$ cat config.mk
export PLATFORM = sky130hd
export DESIGN_NAME = spc_top
export DESIGN_NICKNAME = d
export VERILOG_FILES = /design/src/rtl/spc_pkg.sv /design/src/rtl/spc_strap_latch.sv /design/src/rtl/spc_index_port.sv /design/src/rtl/spc_top.sv
export VERILOG_INCLUDE_DIRS = /design/src /design/src/rtl
export SDC_FILE = /design/constraint.sdc
export NUM_CORES = 1
export LEC_CHECK = 0
export BUFFER_PORTS_ARGS = -buffer_cell sky130_fd_sc_hd__clkbuf_2
export CORE_MARGIN = 3
export CORE_UTILIZATION = 33
export DETAILED_ROUTE_END_ITERATION = 10
export GPL_TIMING_DRIVEN = 0
export PLACE_DENSITY_LB_ADDON = 0.25
export SLEW_MARGIN = 20
export SYNTH_ARGS = -nofsm -noshare
export SYNTH_HDL_FRONTEND = slang
export SYNTH_HIERARCHICAL = 1
export SYNTH_SLANG_ARGS = --single-unit
$ cat constraint.sdc
create_clock -name clk_sys -period 4.6 [get_ports clk_sys]
set_input_delay 0 -clock clk_sys [delete_from_list [all_inputs] [get_ports clk_sys]]
set_output_delay 0 -clock clk_sys [all_outputs]
set_load 0.01 [all_outputs]
$ cat src/rtl/spc_defs.svh
// Constants of the strap and pixel configuration register bank
// Assumes inclusion by bare name from rtl/
`ifndef SPC_DEFS_SVH
`define SPC_DEFS_SVH

// ==========================================================================
// Host I/O ports and extended indices
`define SPC_IO_INDEX      16'h03D6
`define SPC_IO_DATA       16'h03D7
`define SPC_IDX_HOSTCFG   8'h08
`define SPC_IDX_STRAP_LO  8'h70
`define SPC_IDX_STRAP_HI  8'h71
`define SPC_IDX_PIXCFG0   8'h80
`define SPC_IDX_MCLKDIV   8'hCF

// ==========================================================================
// Reset values and masks
`define SPC_IDX_RST       8'h00
`define SPC_PIXCFG0_RST   8'h00
`define SPC_PIXCFG0_RMASK 8'hAF
`define SPC_MCLKDIV_RST   8'h00
`define SPC_UNMAPPED_RD   8'h00

// ==========================================================================
// Field positions
`define SPC_B_DAC8        7
`define SPC_B_AVG         5
`define SPC_B_EXTST       3
`define SPC_B_FPOVS       2
`define SPC_B_CRTOVS      1
`define SPC_B_PALSEL      0
`define SPC_S_CLKTEST     7
`define SPC_S_TRI         6
`define SPC_S_CLKSRC      4
`define SPC_S_LEGIO       1
`define SPC_S_ONE         0
`define SPC_B_MCLK_SRC    2
`define SPC_B_DOT_CLOCK_SRC    1
`define SPC_B_HOST_LEGIO  1
`define SPC_PANEL_LSB     3

// ==========================================================================
// Timing
`define SPC_STRAP_HOLD    3

`endif

$ cat src/rtl/spc_pkg.sv
// Types shared by the strap and pixel configuration bank
// Assumes spc_defs.svh alongside
package spc_pkg;
  typedef enum logic [1:0] {CAP_RESET, CAP_HOLD, CAP_DONE} spc_cap_state_t;
  typedef enum logic [1:0] {PAL_MASK, PAL_WX, PAL_STATE, PAL_OTHER} spc_pal_reg_t;
endpackage

$ cat src/rtl/spc_strap_latch.sv
// Strap pin synchroniser and capture window
// Assumes clk_sys runs during reset so the synchroniser sees the pins
`timescale 1ns/100ps
`include "spc_defs.svh"
module spc_strap_latch
  import spc_pkg::*;
#(
  parameter int W    = 18,
  parameter int HOLD = `SPC_STRAP_HOLD
)(
  input  wire logic         clk_sys,
  input  wire logic         nrst,
  input  wire logic [W-1:0] pin_in,
  output logic      [W-1:0] straps,
  output logic              released,
  output logic              done_pulse
);
  // ========================================================================
  // Elaboration check
  if (HOLD < 3 || HOLD > 255) begin : g_chk
    $error("HOLD must cover the synchroniser, 3..255");
  end

  logic [W-1:0]   sync1_r;
  logic [W-1:0]   sync2_r;
  logic [W-1:0]   straps_r;
  logic [7:0]     cnt_r;
  spc_cap_state_t state_r;

  // ========================================================================
  // No reset here: the synchroniser must keep sampling while the chip is held in reset
  always_ff @(posedge clk_sys) begin
    sync1_r <= pin_in;
    sync2_r <= sync1_r;
    if (state_r == CAP_HOLD) begin
      straps_r <= sync2_r;
    end
  end

  always_ff @(posedge clk_sys or negedge nrst) begin
    if (!nrst) begin
      state_r <= CAP_RESET;
      cnt_r   <= 8'h00;
    end else begin
      unique case (state_r)
        CAP_RESET: state_r <= CAP_HOLD;
        CAP_HOLD: begin
          cnt_r <= cnt_r + 8'h01;
          if (cnt_r == 8'(HOLD - 1)) begin
            state_r <= CAP_DONE;
          end
        end
        CAP_DONE: state_r <= CAP_DONE;
      endcase
    end
  end

  assign straps     = straps_r;
  assign released   = (state_r == CAP_DONE);
  assign done_pulse = (state_r == CAP_HOLD) && (cnt_r == 8'(HOLD - 1));
endmodule // spc_strap_latch

$ cat src/rtl/spc_index_port.sv
// Index/data port decoder of the extended register space
// Assumes one-cycle host I/O strobes on clk_sys
`timescale 1ns/100ps
`include "spc_defs.svh"
module spc_index_port
  import spc_pkg::*;
(
  input  wire logic        clk_sys,
  input  wire logic        nrst,
  input  wire logic [15:0] io_addr,
  input  wire logic        io_wr,
  input  wire logic        io_rd,
  input  wire logic [7:0]  io_wdata,
  input  wire logic        decode_en,
  output logic      [7:0]  index,
  output logic             data_wr,
  output logic             data_rd,
  output logic             index_rd
);
  // ========================================================================
  // Decode
  function automatic logic port_hit(input logic [15:0] a, input logic [15:0] p, input logic en);
    port_hit = en && (a == p);
  endfunction

  logic [7:0] index_r;
  wire        idx_hit  = port_hit(io_addr, `SPC_IO_INDEX, decode_en);
  wire        data_hit = port_hit(io_addr, `SPC_IO_DATA, decode_en);

  always_ff @(posedge clk_sys or negedge nrst) begin
    if (!nrst) begin
      index_r <= `SPC_IDX_RST;
    end else if (idx_hit && io_wr) begin
      index_r <= io_wdata;
    end
  end

  assign index    = index_r;
  assign data_wr  = data_hit && io_wr;
  assign data_rd  = data_hit && io_rd;
  assign index_rd = idx_hit && io_rd;
endmodule // spc_index_port

$ cat src/rtl/spc_top.sv
// Strap latch and pixel pipeline configuration register bank
// Assumes host I/O strobes synchronous to clk_sys, pins pass through here
//
// Function
// - Pins undriven in reset, levels captured
// - Index 70h reads address straps 7..1
// - Low addr 7 strap enables clock test
// - Low addr 6 strap floats two outputs
// - Low addr 4 strap selects external clocks
// - Clock source bits reset from addr 4
// - Addr 1 strap gates legacy I/O decode
// - Strap low bit 0 reads one
// - Straps 5, 3, 2 readback only
// - Index 71h reads data/address straps
// - Data straps 6..3 form panel code
// - Pixel register index 80h, resets zero
// - Bit 7 selects 8-bit converters
// - Bit 5 averages stretched panel pixels
// - Bit 3 swaps three palette reads
// - Bit 2 enables panel overscan colour
// - Bit 1 enables CRT overscan colour
// - Bit 0 steers palette sub-addressing
// - Reserved bits 6, 4 read zero
`timescale 1ns/100ps
`include "spc_defs.svh"
module spc_top
  import spc_pkg::*;
#(
  parameter int STRAP_HOLD = `SPC_STRAP_HOLD
)(
  input  wire logic         clk_sys,
  input  wire logic         nrst,
  // Host I/O
  input  wire logic [15:0]  io_addr,
  input  wire logic         io_wr,
  input  wire logic         io_rd,
  input  wire logic [7:0]   io_wdata,
  output logic      [7:0]   io_rdata,
  output logic              io_rvalid,
  // Memory bus pins
  input  wire logic [9:0]   mem_addr_in,
  output logic      [9:0]   mem_addr_out,
  output logic              mem_addr_oe,
  input  wire logic [7:0]   mem_data_in,
  output logic      [7:0]   mem_data_out,
  output logic              mem_data_oe,
  input  wire logic [9:0]   mc_addr,
  input  wire logic         mc_addr_oe,
  input  wire logic [7:0]   mc_data,
  input  wire logic         mc_data_oe,
  // Clock test and clock source
  input  wire logic         mclk_synth,
  input  wire logic         video_clock_synth,
  input  wire logic         rom_select_n_int,
  input  wire logic         port_clk_int,
  output logic              bios_rom_select_n,
  output logic              video_port_clk,
  output logic              clk_test_mode,
  output logic              mclk_src_internal,
  output logic              dot_clock_src_internal,
  // Panel control outputs
  input  wire logic         activity_int,
  input  wire logic         backlight_int,
  output logic              activity_indicator,
  output logic              activity_indicator_oe,
  output logic              backlight_enable,
  output logic              backlight_enable_oe,
  // Status to other logic
  output logic              legacy_io_en,
  output logic      [3:0]   panel_type,
  output logic              dac_8bit,
  output logic              cursor_pal_sel,
  // Flat panel pixel path
  input  wire logic         fp_pix_valid,
  input  wire logic [23:0]  fp_pix_in,
  input  wire logic         fp_pix_replicated,
  input  wire logic         fp_border,
  input  wire logic         hstretch_active,
  input  wire logic         fp_path_en,
  input  wire logic [23:0]  overscan1_color,
  output logic      [23:0]  fp_pix_out,
  output logic              fp_pix_out_valid,
  // CRT pixel path
  input  wire logic [23:0]  crt_pix_in,
  input  wire logic         crt_border,
  input  wire logic [23:0]  overscan0_color,
  output logic      [23:0]  crt_pix_out,
  // Palette reads
  input  wire logic         pal_rd,
  input  spc_pal_reg_t      pal_rd_sel,
  input  wire logic [7:0]   pal_norm_data,
  input  wire logic [7:0]   hold_red,
  input  wire logic [7:0]   hold_green,
  input  wire logic [5:0]   pal_sm_status,
  output logic      [7:0]   pal_rdata,
  // Palette sub-addressed writes
  input  wire logic         pal_sub_we,
  input  wire logic [7:0]   pal_sub_addr,
  output logic              main_pal_we,
  output logic      [7:0]   main_pal_addr,
  output logic              cursor_pal_we,
  output logic      [2:0]   cursor_pal_addr
);
  // ========================================================================
  // Strap capture
  if (STRAP_HOLD < 3 || STRAP_HOLD > 255) begin : g_chk
    $error("STRAP_HOLD outside 3..255");
  end

  logic [17:0] straps_raw;
  logic        released;
  logic        strap_done;

  spc_strap_latch #(
    .W    (18),
    .HOLD (STRAP_HOLD)
  ) u_strap (
    .clk_sys    (clk_sys),
    .nrst       (nrst),
    .pin_in     ({mem_data_in, mem_addr_in}),
    .straps     (straps_raw),
    .released   (released),
    .done_pulse (strap_done)
  );

  // Until capture ends the straps read as pulled up
  wire [17:0] straps   = released ? straps_raw : 18'h3FFFF;
  wire [9:0]  s_addr   = straps[9:0];
  wire [7:0]  s_data   = straps[17:10];

  // Memory bus stays undriven until the capture window has closed
  assign mem_addr_out = mc_addr;
  assign mem_data_out = mc_data;

  assign mem_addr_oe  = released && mc_addr_oe;
  assign mem_data_oe  = released && mc_data_oe;

  // ========================================================================
  // Strap driven hardware
  wire clk_test_w = !s_addr[`SPC_S_CLKTEST];
  wire float_w    = !s_addr[`SPC_S_TRI];
  wire legio_w    = s_addr[`SPC_S_LEGIO];

  assign clk_test_mode     = clk_test_w;

  // Clock muxes are plain selects; straps never change after capture
  assign bios_rom_select_n = clk_test_w ? mclk_synth : rom_select_n_int;
  assign video_port_clk    = clk_test_w ? video_clock_synth : port_clk_int;

  // Only the enables float
  assign activity_indicator    = activity_int;
  assign backlight_enable      = backlight_int;
  assign activity_indicator_oe = released && !float_w;
  assign backlight_enable_oe   = released && !float_w;

  // No decode before capture
  assign legacy_io_en = released && legio_w;
  assign panel_type   = s_data[`SPC_PANEL_LSB+3:`SPC_PANEL_LSB];

  // ========================================================================
  // Host index/data port
  logic [7:0] index;
  logic       data_wr;
  logic       data_rd;
  logic       index_rd;

  spc_index_port u_port (
    .clk_sys   (clk_sys),
    .nrst      (nrst),
    .io_addr   (io_addr),
    .io_wr     (io_wr),
    .io_rd     (io_rd),
    .io_wdata  (io_wdata),
    .decode_en (legacy_io_en),
    .index     (index),
    .data_wr   (data_wr),
    .data_rd   (data_rd),
    .index_rd  (index_rd)
  );

  // ========================================================================
  // Writable registers
  logic [7:0] pixcfg_r;
  logic [7:0] mclkdiv_r;

  wire wr_pixcfg  = data_wr && (index == `SPC_IDX_PIXCFG0);
  wire wr_mclkdiv = data_wr && (index == `SPC_IDX_MCLKDIV);

  always_ff @(posedge clk_sys or negedge nrst) begin
    if (!nrst) begin
      pixcfg_r <= `SPC_PIXCFG0_RST;
    end else if (wr_pixcfg) begin
      pixcfg_r <= io_wdata & `SPC_PIXCFG0_RMASK;
    end
  end

  // Strap load happens before any host access can decode
  always_ff @(posedge clk_sys or negedge nrst) begin
    if (!nrst) begin
      mclkdiv_r <= `SPC_MCLKDIV_RST;
    end else if (strap_done) begin
      mclkdiv_r[`SPC_B_MCLK_SRC] <= straps_raw[`SPC_S_CLKSRC];
      mclkdiv_r[`SPC_B_DOT_CLOCK_SRC] <= straps_raw[`SPC_S_CLKSRC];
    end else if (wr_mclkdiv) begin
      mclkdiv_r <= io_wdata;
    end
  end

  // 1 selects internal clocks
  assign mclk_src_internal = mclkdiv_r[`SPC_B_MCLK_SRC];
  assign dot_clock_src_internal = mclkdiv_r[`SPC_B_DOT_CLOCK_SRC];

  // ========================================================================
  // Pixel configuration fields
  wire f_dac8   = pixcfg_r[`SPC_B_DAC8];
  wire f_avg    = pixcfg_r[`SPC_B_AVG];
  wire f_extst  = pixcfg_r[`SPC_B_EXTST];
  wire f_fpovs  = pixcfg_r[`SPC_B_FPOVS];
  wire f_crtovs = pixcfg_r[`SPC_B_CRTOVS];
  wire f_palsel = pixcfg_r[`SPC_B_PALSEL];

  assign dac_8bit       = f_dac8;
  assign cursor_pal_sel = f_palsel;

  // ========================================================================
  // Register readback
  wire [7:0] strap_lo_w  = {s_addr[7:1], 1'b1};
  wire [7:0] strap_hi_w  = {s_data[7:2], s_addr[9:8]};

  // Only the decode strap kept
  wire [7:0] hostcfg_w   = {6'h00, legio_w, 1'b0};
  wire [7:0] rd_mux      = (index == `SPC_IDX_STRAP_LO) ? strap_lo_w :
                           (index == `SPC_IDX_STRAP_HI) ? strap_hi_w :
                           (index == `SPC_IDX_PIXCFG0)  ? pixcfg_r   :
                           (index == `SPC_IDX_MCLKDIV)  ? mclkdiv_r  :
                           (index == `SPC_IDX_HOSTCFG)  ? hostcfg_w  :
                           `SPC_UNMAPPED_RD;

  // Index port reads the index
  wire [7:0] rd_sel      = index_rd ? index : rd_mux;

  logic [7:0] rdata_r;
  logic       rvalid_r;

  always_ff @(posedge clk_sys or negedge nrst) begin
    if (!nrst) begin
      rdata_r  <= 8'h00;
      rvalid_r <= 1'b0;
    end else begin
      rvalid_r <= data_rd || index_rd;
      if (data_rd || index_rd) begin
        rdata_r <= rd_sel;
      end
    end
  end

  assign io_rdata  = rdata_r;
  assign io_rvalid = rvalid_r;

  // ========================================================================
  // Flat panel pixel averaging
  // One pixel of latency: a replicated pixel needs its successor first
  logic [23:0] fp_hold_r;
  logic        fp_rep_r;
  logic [23:0] fp_out_r;
  logic        fp_out_valid_r;
  logic [23:0] avg_w;

  wire        avg_on    = f_avg && hstretch_active && fp_path_en;
  wire [23:0] fp_src    = (fp_border && f_fpovs) ? overscan1_color : fp_pix_in;

  // Floor of the mean
  for (genvar c = 0; c < 3; c++) begin : g_avg
    wire [8:0] sum = {1'b0, fp_hold_r[c*8 +: 8]} + {1'b0, fp_src[c*8 +: 8]};
    assign avg_w[c*8 +: 8] = sum[8:1];
  end

  wire [23:0] fp_next = (avg_on && fp_rep_r) ? avg_w : fp_hold_r;

  always_ff @(posedge clk_sys or negedge nrst) begin
    if (!nrst) begin
      fp_hold_r      <= 24'h000000;
      fp_rep_r       <= 1'b0;
      fp_out_r       <= 24'h000000;
      fp_out_valid_r <= 1'b0;
    end else begin
      fp_out_valid_r <= fp_pix_valid;
      if (fp_pix_valid) begin
        fp_out_r  <= fp_next;
        fp_hold_r <= fp_src;
        fp_rep_r  <= fp_pix_replicated;
      end
    end
  end

  assign fp_pix_out       = fp_out_r;
  assign fp_pix_out_valid = fp_out_valid_r;

  // ========================================================================
  // CRT border colour, never averaged
  logic [23:0] crt_out_r;
  wire  [23:0] crt_next = (crt_border && f_crtovs) ? overscan0_color : crt_pix_in;

  always_ff @(posedge clk_sys or negedge nrst) begin
    if (!nrst) begin
      crt_out_r <= 24'h000000;
    end else begin
      crt_out_r <= crt_next;
    end
  end

  assign crt_pix_out = crt_out_r;

  // ========================================================================
  // Palette reads with extended status
  // Normal palette traffic relies on software having cleared the status mode
  logic [7:0] pal_rdata_r;
  wire  [7:0] pal_ext = (pal_rd_sel == PAL_MASK)  ? hold_red :
                        (pal_rd_sel == PAL_WX)    ? hold_green :
                        (pal_rd_sel == PAL_STATE) ? {pal_sm_status, 2'b00} :
                        pal_norm_data;

  wire  [7:0] pal_sel = f_extst ? pal_ext : pal_norm_data;

  always_ff @(posedge clk_sys or negedge nrst) begin
    if (!nrst) begin
      pal_rdata_r <= 8'h00;
    end else if (pal_rd) begin
      pal_rdata_r <= pal_sel;
    end
  end

  assign pal_rdata = pal_rdata_r;

  // ========================================================================
  // Palette sub-address steering
  // Same cycle, unbuffered
  assign main_pal_we     = pal_sub_we && !f_palsel;
  assign cursor_pal_we   = pal_sub_we && f_palsel;

  assign main_pal_addr   = pal_sub_addr;
  assign cursor_pal_addr = pal_sub_addr[2:0];
endmodule // spc_top

==> summary.txt <==
Syn Nets: 986
Cell Int Power: 0.00265 W
net switching power: 0.00107 W
multi-input logic area: 3810 um2
Post-CTS Setup Bufs: 0
Setup Viol. Count Final: 0
Chip Width: 165 um
Slew @ Worst Pin: 0.699 ns
data required time of the worst path: 4.90 ns
total CTS buffers: 17
Rel. slew slack: 53.4%
DP HPWL: 17.2 mm
RSZ-0062 raised after global routing: false
Sum Neg Setup Slack: 0 ns
Root Driver: clkbuf_16
IO Port Bufs: 298
cells after synthesis: 741
cts repair resizes: 0
type of destination of the critical path: flip-flop
DR vias/cell: 4.75
row count: 57
Syn Std Cell Area: 8370 um2
Power Density: 304 nW/um2
die area: 27300 um2
average cell area after synthesis: 11.3 um2
CTS tree: built
Critical Path AT: 3.59 ns
initial core utilization: 34.0%
core area: 24600 um2
Final min period: 3.28 ns
Ports: 331
crit start category: flip-flop
violation count after the first detailed-route iteration: 320
largest fanout on the critical path: 10
Vias: 7245
Hold Path Class: in2reg
crit path setup slack, layout: 1.32 ns
critical path class: reg2reg
number of hold violations in the final report: 0
sequential fraction of design power: 43.4%
Worst Skew: 0.0140 ns
Worst-Skew Late Latency: 0.43 ns
ANT nets after route: 0
CTS Buffer Depth: 2
number of fillers in the final layout: 2272
TritonRoute pass-1 iters: 5
outcome: completed
vias in the first global route: 7158
CTS sink count: 168
Placement Setup Slack: 1.29 ns
critical path cell sequence: nand2_1, clkbuf_1, mux2_2, fa_1, a21o_1, a21oi_1, o21ai_0, a2111oi_0, nor2_1
fin util: 49.7%
# diodes: 0
Peak VDD IR: 0.205 mV
DRC: 0
Nets: 1434
Critical Path Slowest Stage Cell: dfrtp_1
Max-Cap Viols: 0
CP peak stage delay: 0.50 ns
final WL: 23.9 mm
Max Slew Vio Count: 0
wire per inst: 15.6 um
Sequential cell area: 4130 um2
area grow syn2layout: 46.3%
largest net degree at the start of global routing: 75
GRT overflow: 0
Layout Cells excl Fill: 1526
placed cells: 1364
Global Route Usage Sum: 17.1%
power share of the clock group: 40.6%
Net Sw Frac: 28.8%
combinational share of power: 15.9%
first-pass GRT wire length: 36.7 mm
Final period util: 71.4%
Pleak: 5.82 nW
fmax: 0.305 GHz
GP Congestion: 0.881
warnings from Yosys: 6
Min Hold Slack: 0.0152 ns
Worst-path clk slew: 0.07 ns
initial antenna violation count: 0
layout cells sized above 1: 39.5%
H-tree level count: 4
Die Y: 165 um
## metal layers
metal / vias to the layer above / track usage [%] / part of all wire (%)
met3: 23 / 2.69 / 4.1
li1: 3574 / - / -
met2: 179 / 29.6 / 51
met4: 0 / 4.54 / 1.3
met5: - / 0 / 0
met1: 3469 / 22.2 / 44
## repair_timing
item | 4_1_cts | 5_1_grt
endpoints found under the setup margin | 0 | 0
endpoints found under the hold margin | 212 | 0
hold buffers | 130 | 0
## flip-flops by register name, indices dropped and copies added (netlist names)
name	count
fp_pix_out_valid	1
u_strap/sync1_r	15
pal_rdata	8
fp_pix_out	24
io_rdata	8
fp_rep_r	1
u_strap/straps	15
u_port/index	8
u_strap/cnt_r	8
mclkdiv_r	8
u_strap/state_r	2
u_strap/sync2_r	15
io_rvalid	1
fp_hold_r	24
crt_pix_out	24
pixcfg_r	6
## cells in the final DEF, fill, tap and decap left out, drive strengths merged, types with 15 or more instances in the layout
cell type / count
clkbuf: 333
nor2b: 15
mux2: 89
nand2: 45
o21ai: 33
ha: 26
mux2i: 15
dlygate4sd3: 130
buf: 43
dfxtp: 30
dfrtp: 123
edfxtp: 15
inv: 26
a21oi: 37
nand3: 18
nor2: 51
## worst paths after layout
check	start	to	cells after the start	slack (ns)
max	pixcfg_r[2]$_DFFE_PN0P_	fp_pix_out[23]$_DFFE_PN0P_	9	1.32
min	overscan1_color[17]	fp_hold_r[17]$_DFFE_PN0P_	3	0.02
max reg2reg	pixcfg_r[2]$_DFFE_PN0P_	fp_pix_out[23]$_DFFE_PN0P_	9	1.32
min reg2reg	u_strap/sync1_r[8]$_DFF_P_	u_strap/sync2_r[8]$_DFF_P_	0	0.33
max in group asynchronous	nrst	pixcfg_r[2]$_DFFE_PN0P_	3	3.77
min in group asynchronous	nrst	fp_hold_r[13]$_DFFE_PN0P_	2	0.08
## metrics by stage
stage	total power, W	instance area, um2
3_5_place_dp	0.00215	10300
4_1_cts	0.00378	12200
6_report	0.00372	12200
3_3_place_gp	0.00214	10300
5_1_grt	0.00391	12200
2_1_floorplan	0.00192	8370
## power by group through the flow
stage | registers [W] | logic, W | clock network, W
finish | 0.00162 | 0.000594 | 0.00151
global route | 0.00163 | 0.000662 | 0.00162
CTS | 0.00162 | 0.000596 | 0.00156
detailed placement | 0.00165 | 0.000505 | 0
global placement | 0.00164 | 0.000494 | 0
floorplan | 0.00166 | 0.000257 | 0
## critical path: cells and delay by family (launching register included)
kind | cells | cell delay, ns
AO/OA/AOI/OAI | 4 | 1.09
adder cells (fa/ha/maj) | 1 | 0.43
buffers and inverters | 1 | 0.46
flip-flops | 1 | 0.50
multiplexers | 1 | 0.45
AND/OR/NAND/NOR | 2 | 0.22
## final cells by class
cell class	count	area share [%]
sequential	168	33.7
multi-input combinational	496	31.2
timing repair buffer	429	23.1
clock buffer	17	3.48
tap	324	3.31
buffer	60	2.94
clock inverter	15	1.73
inverter	17	0.521
(Power assumes the default switching activity.)
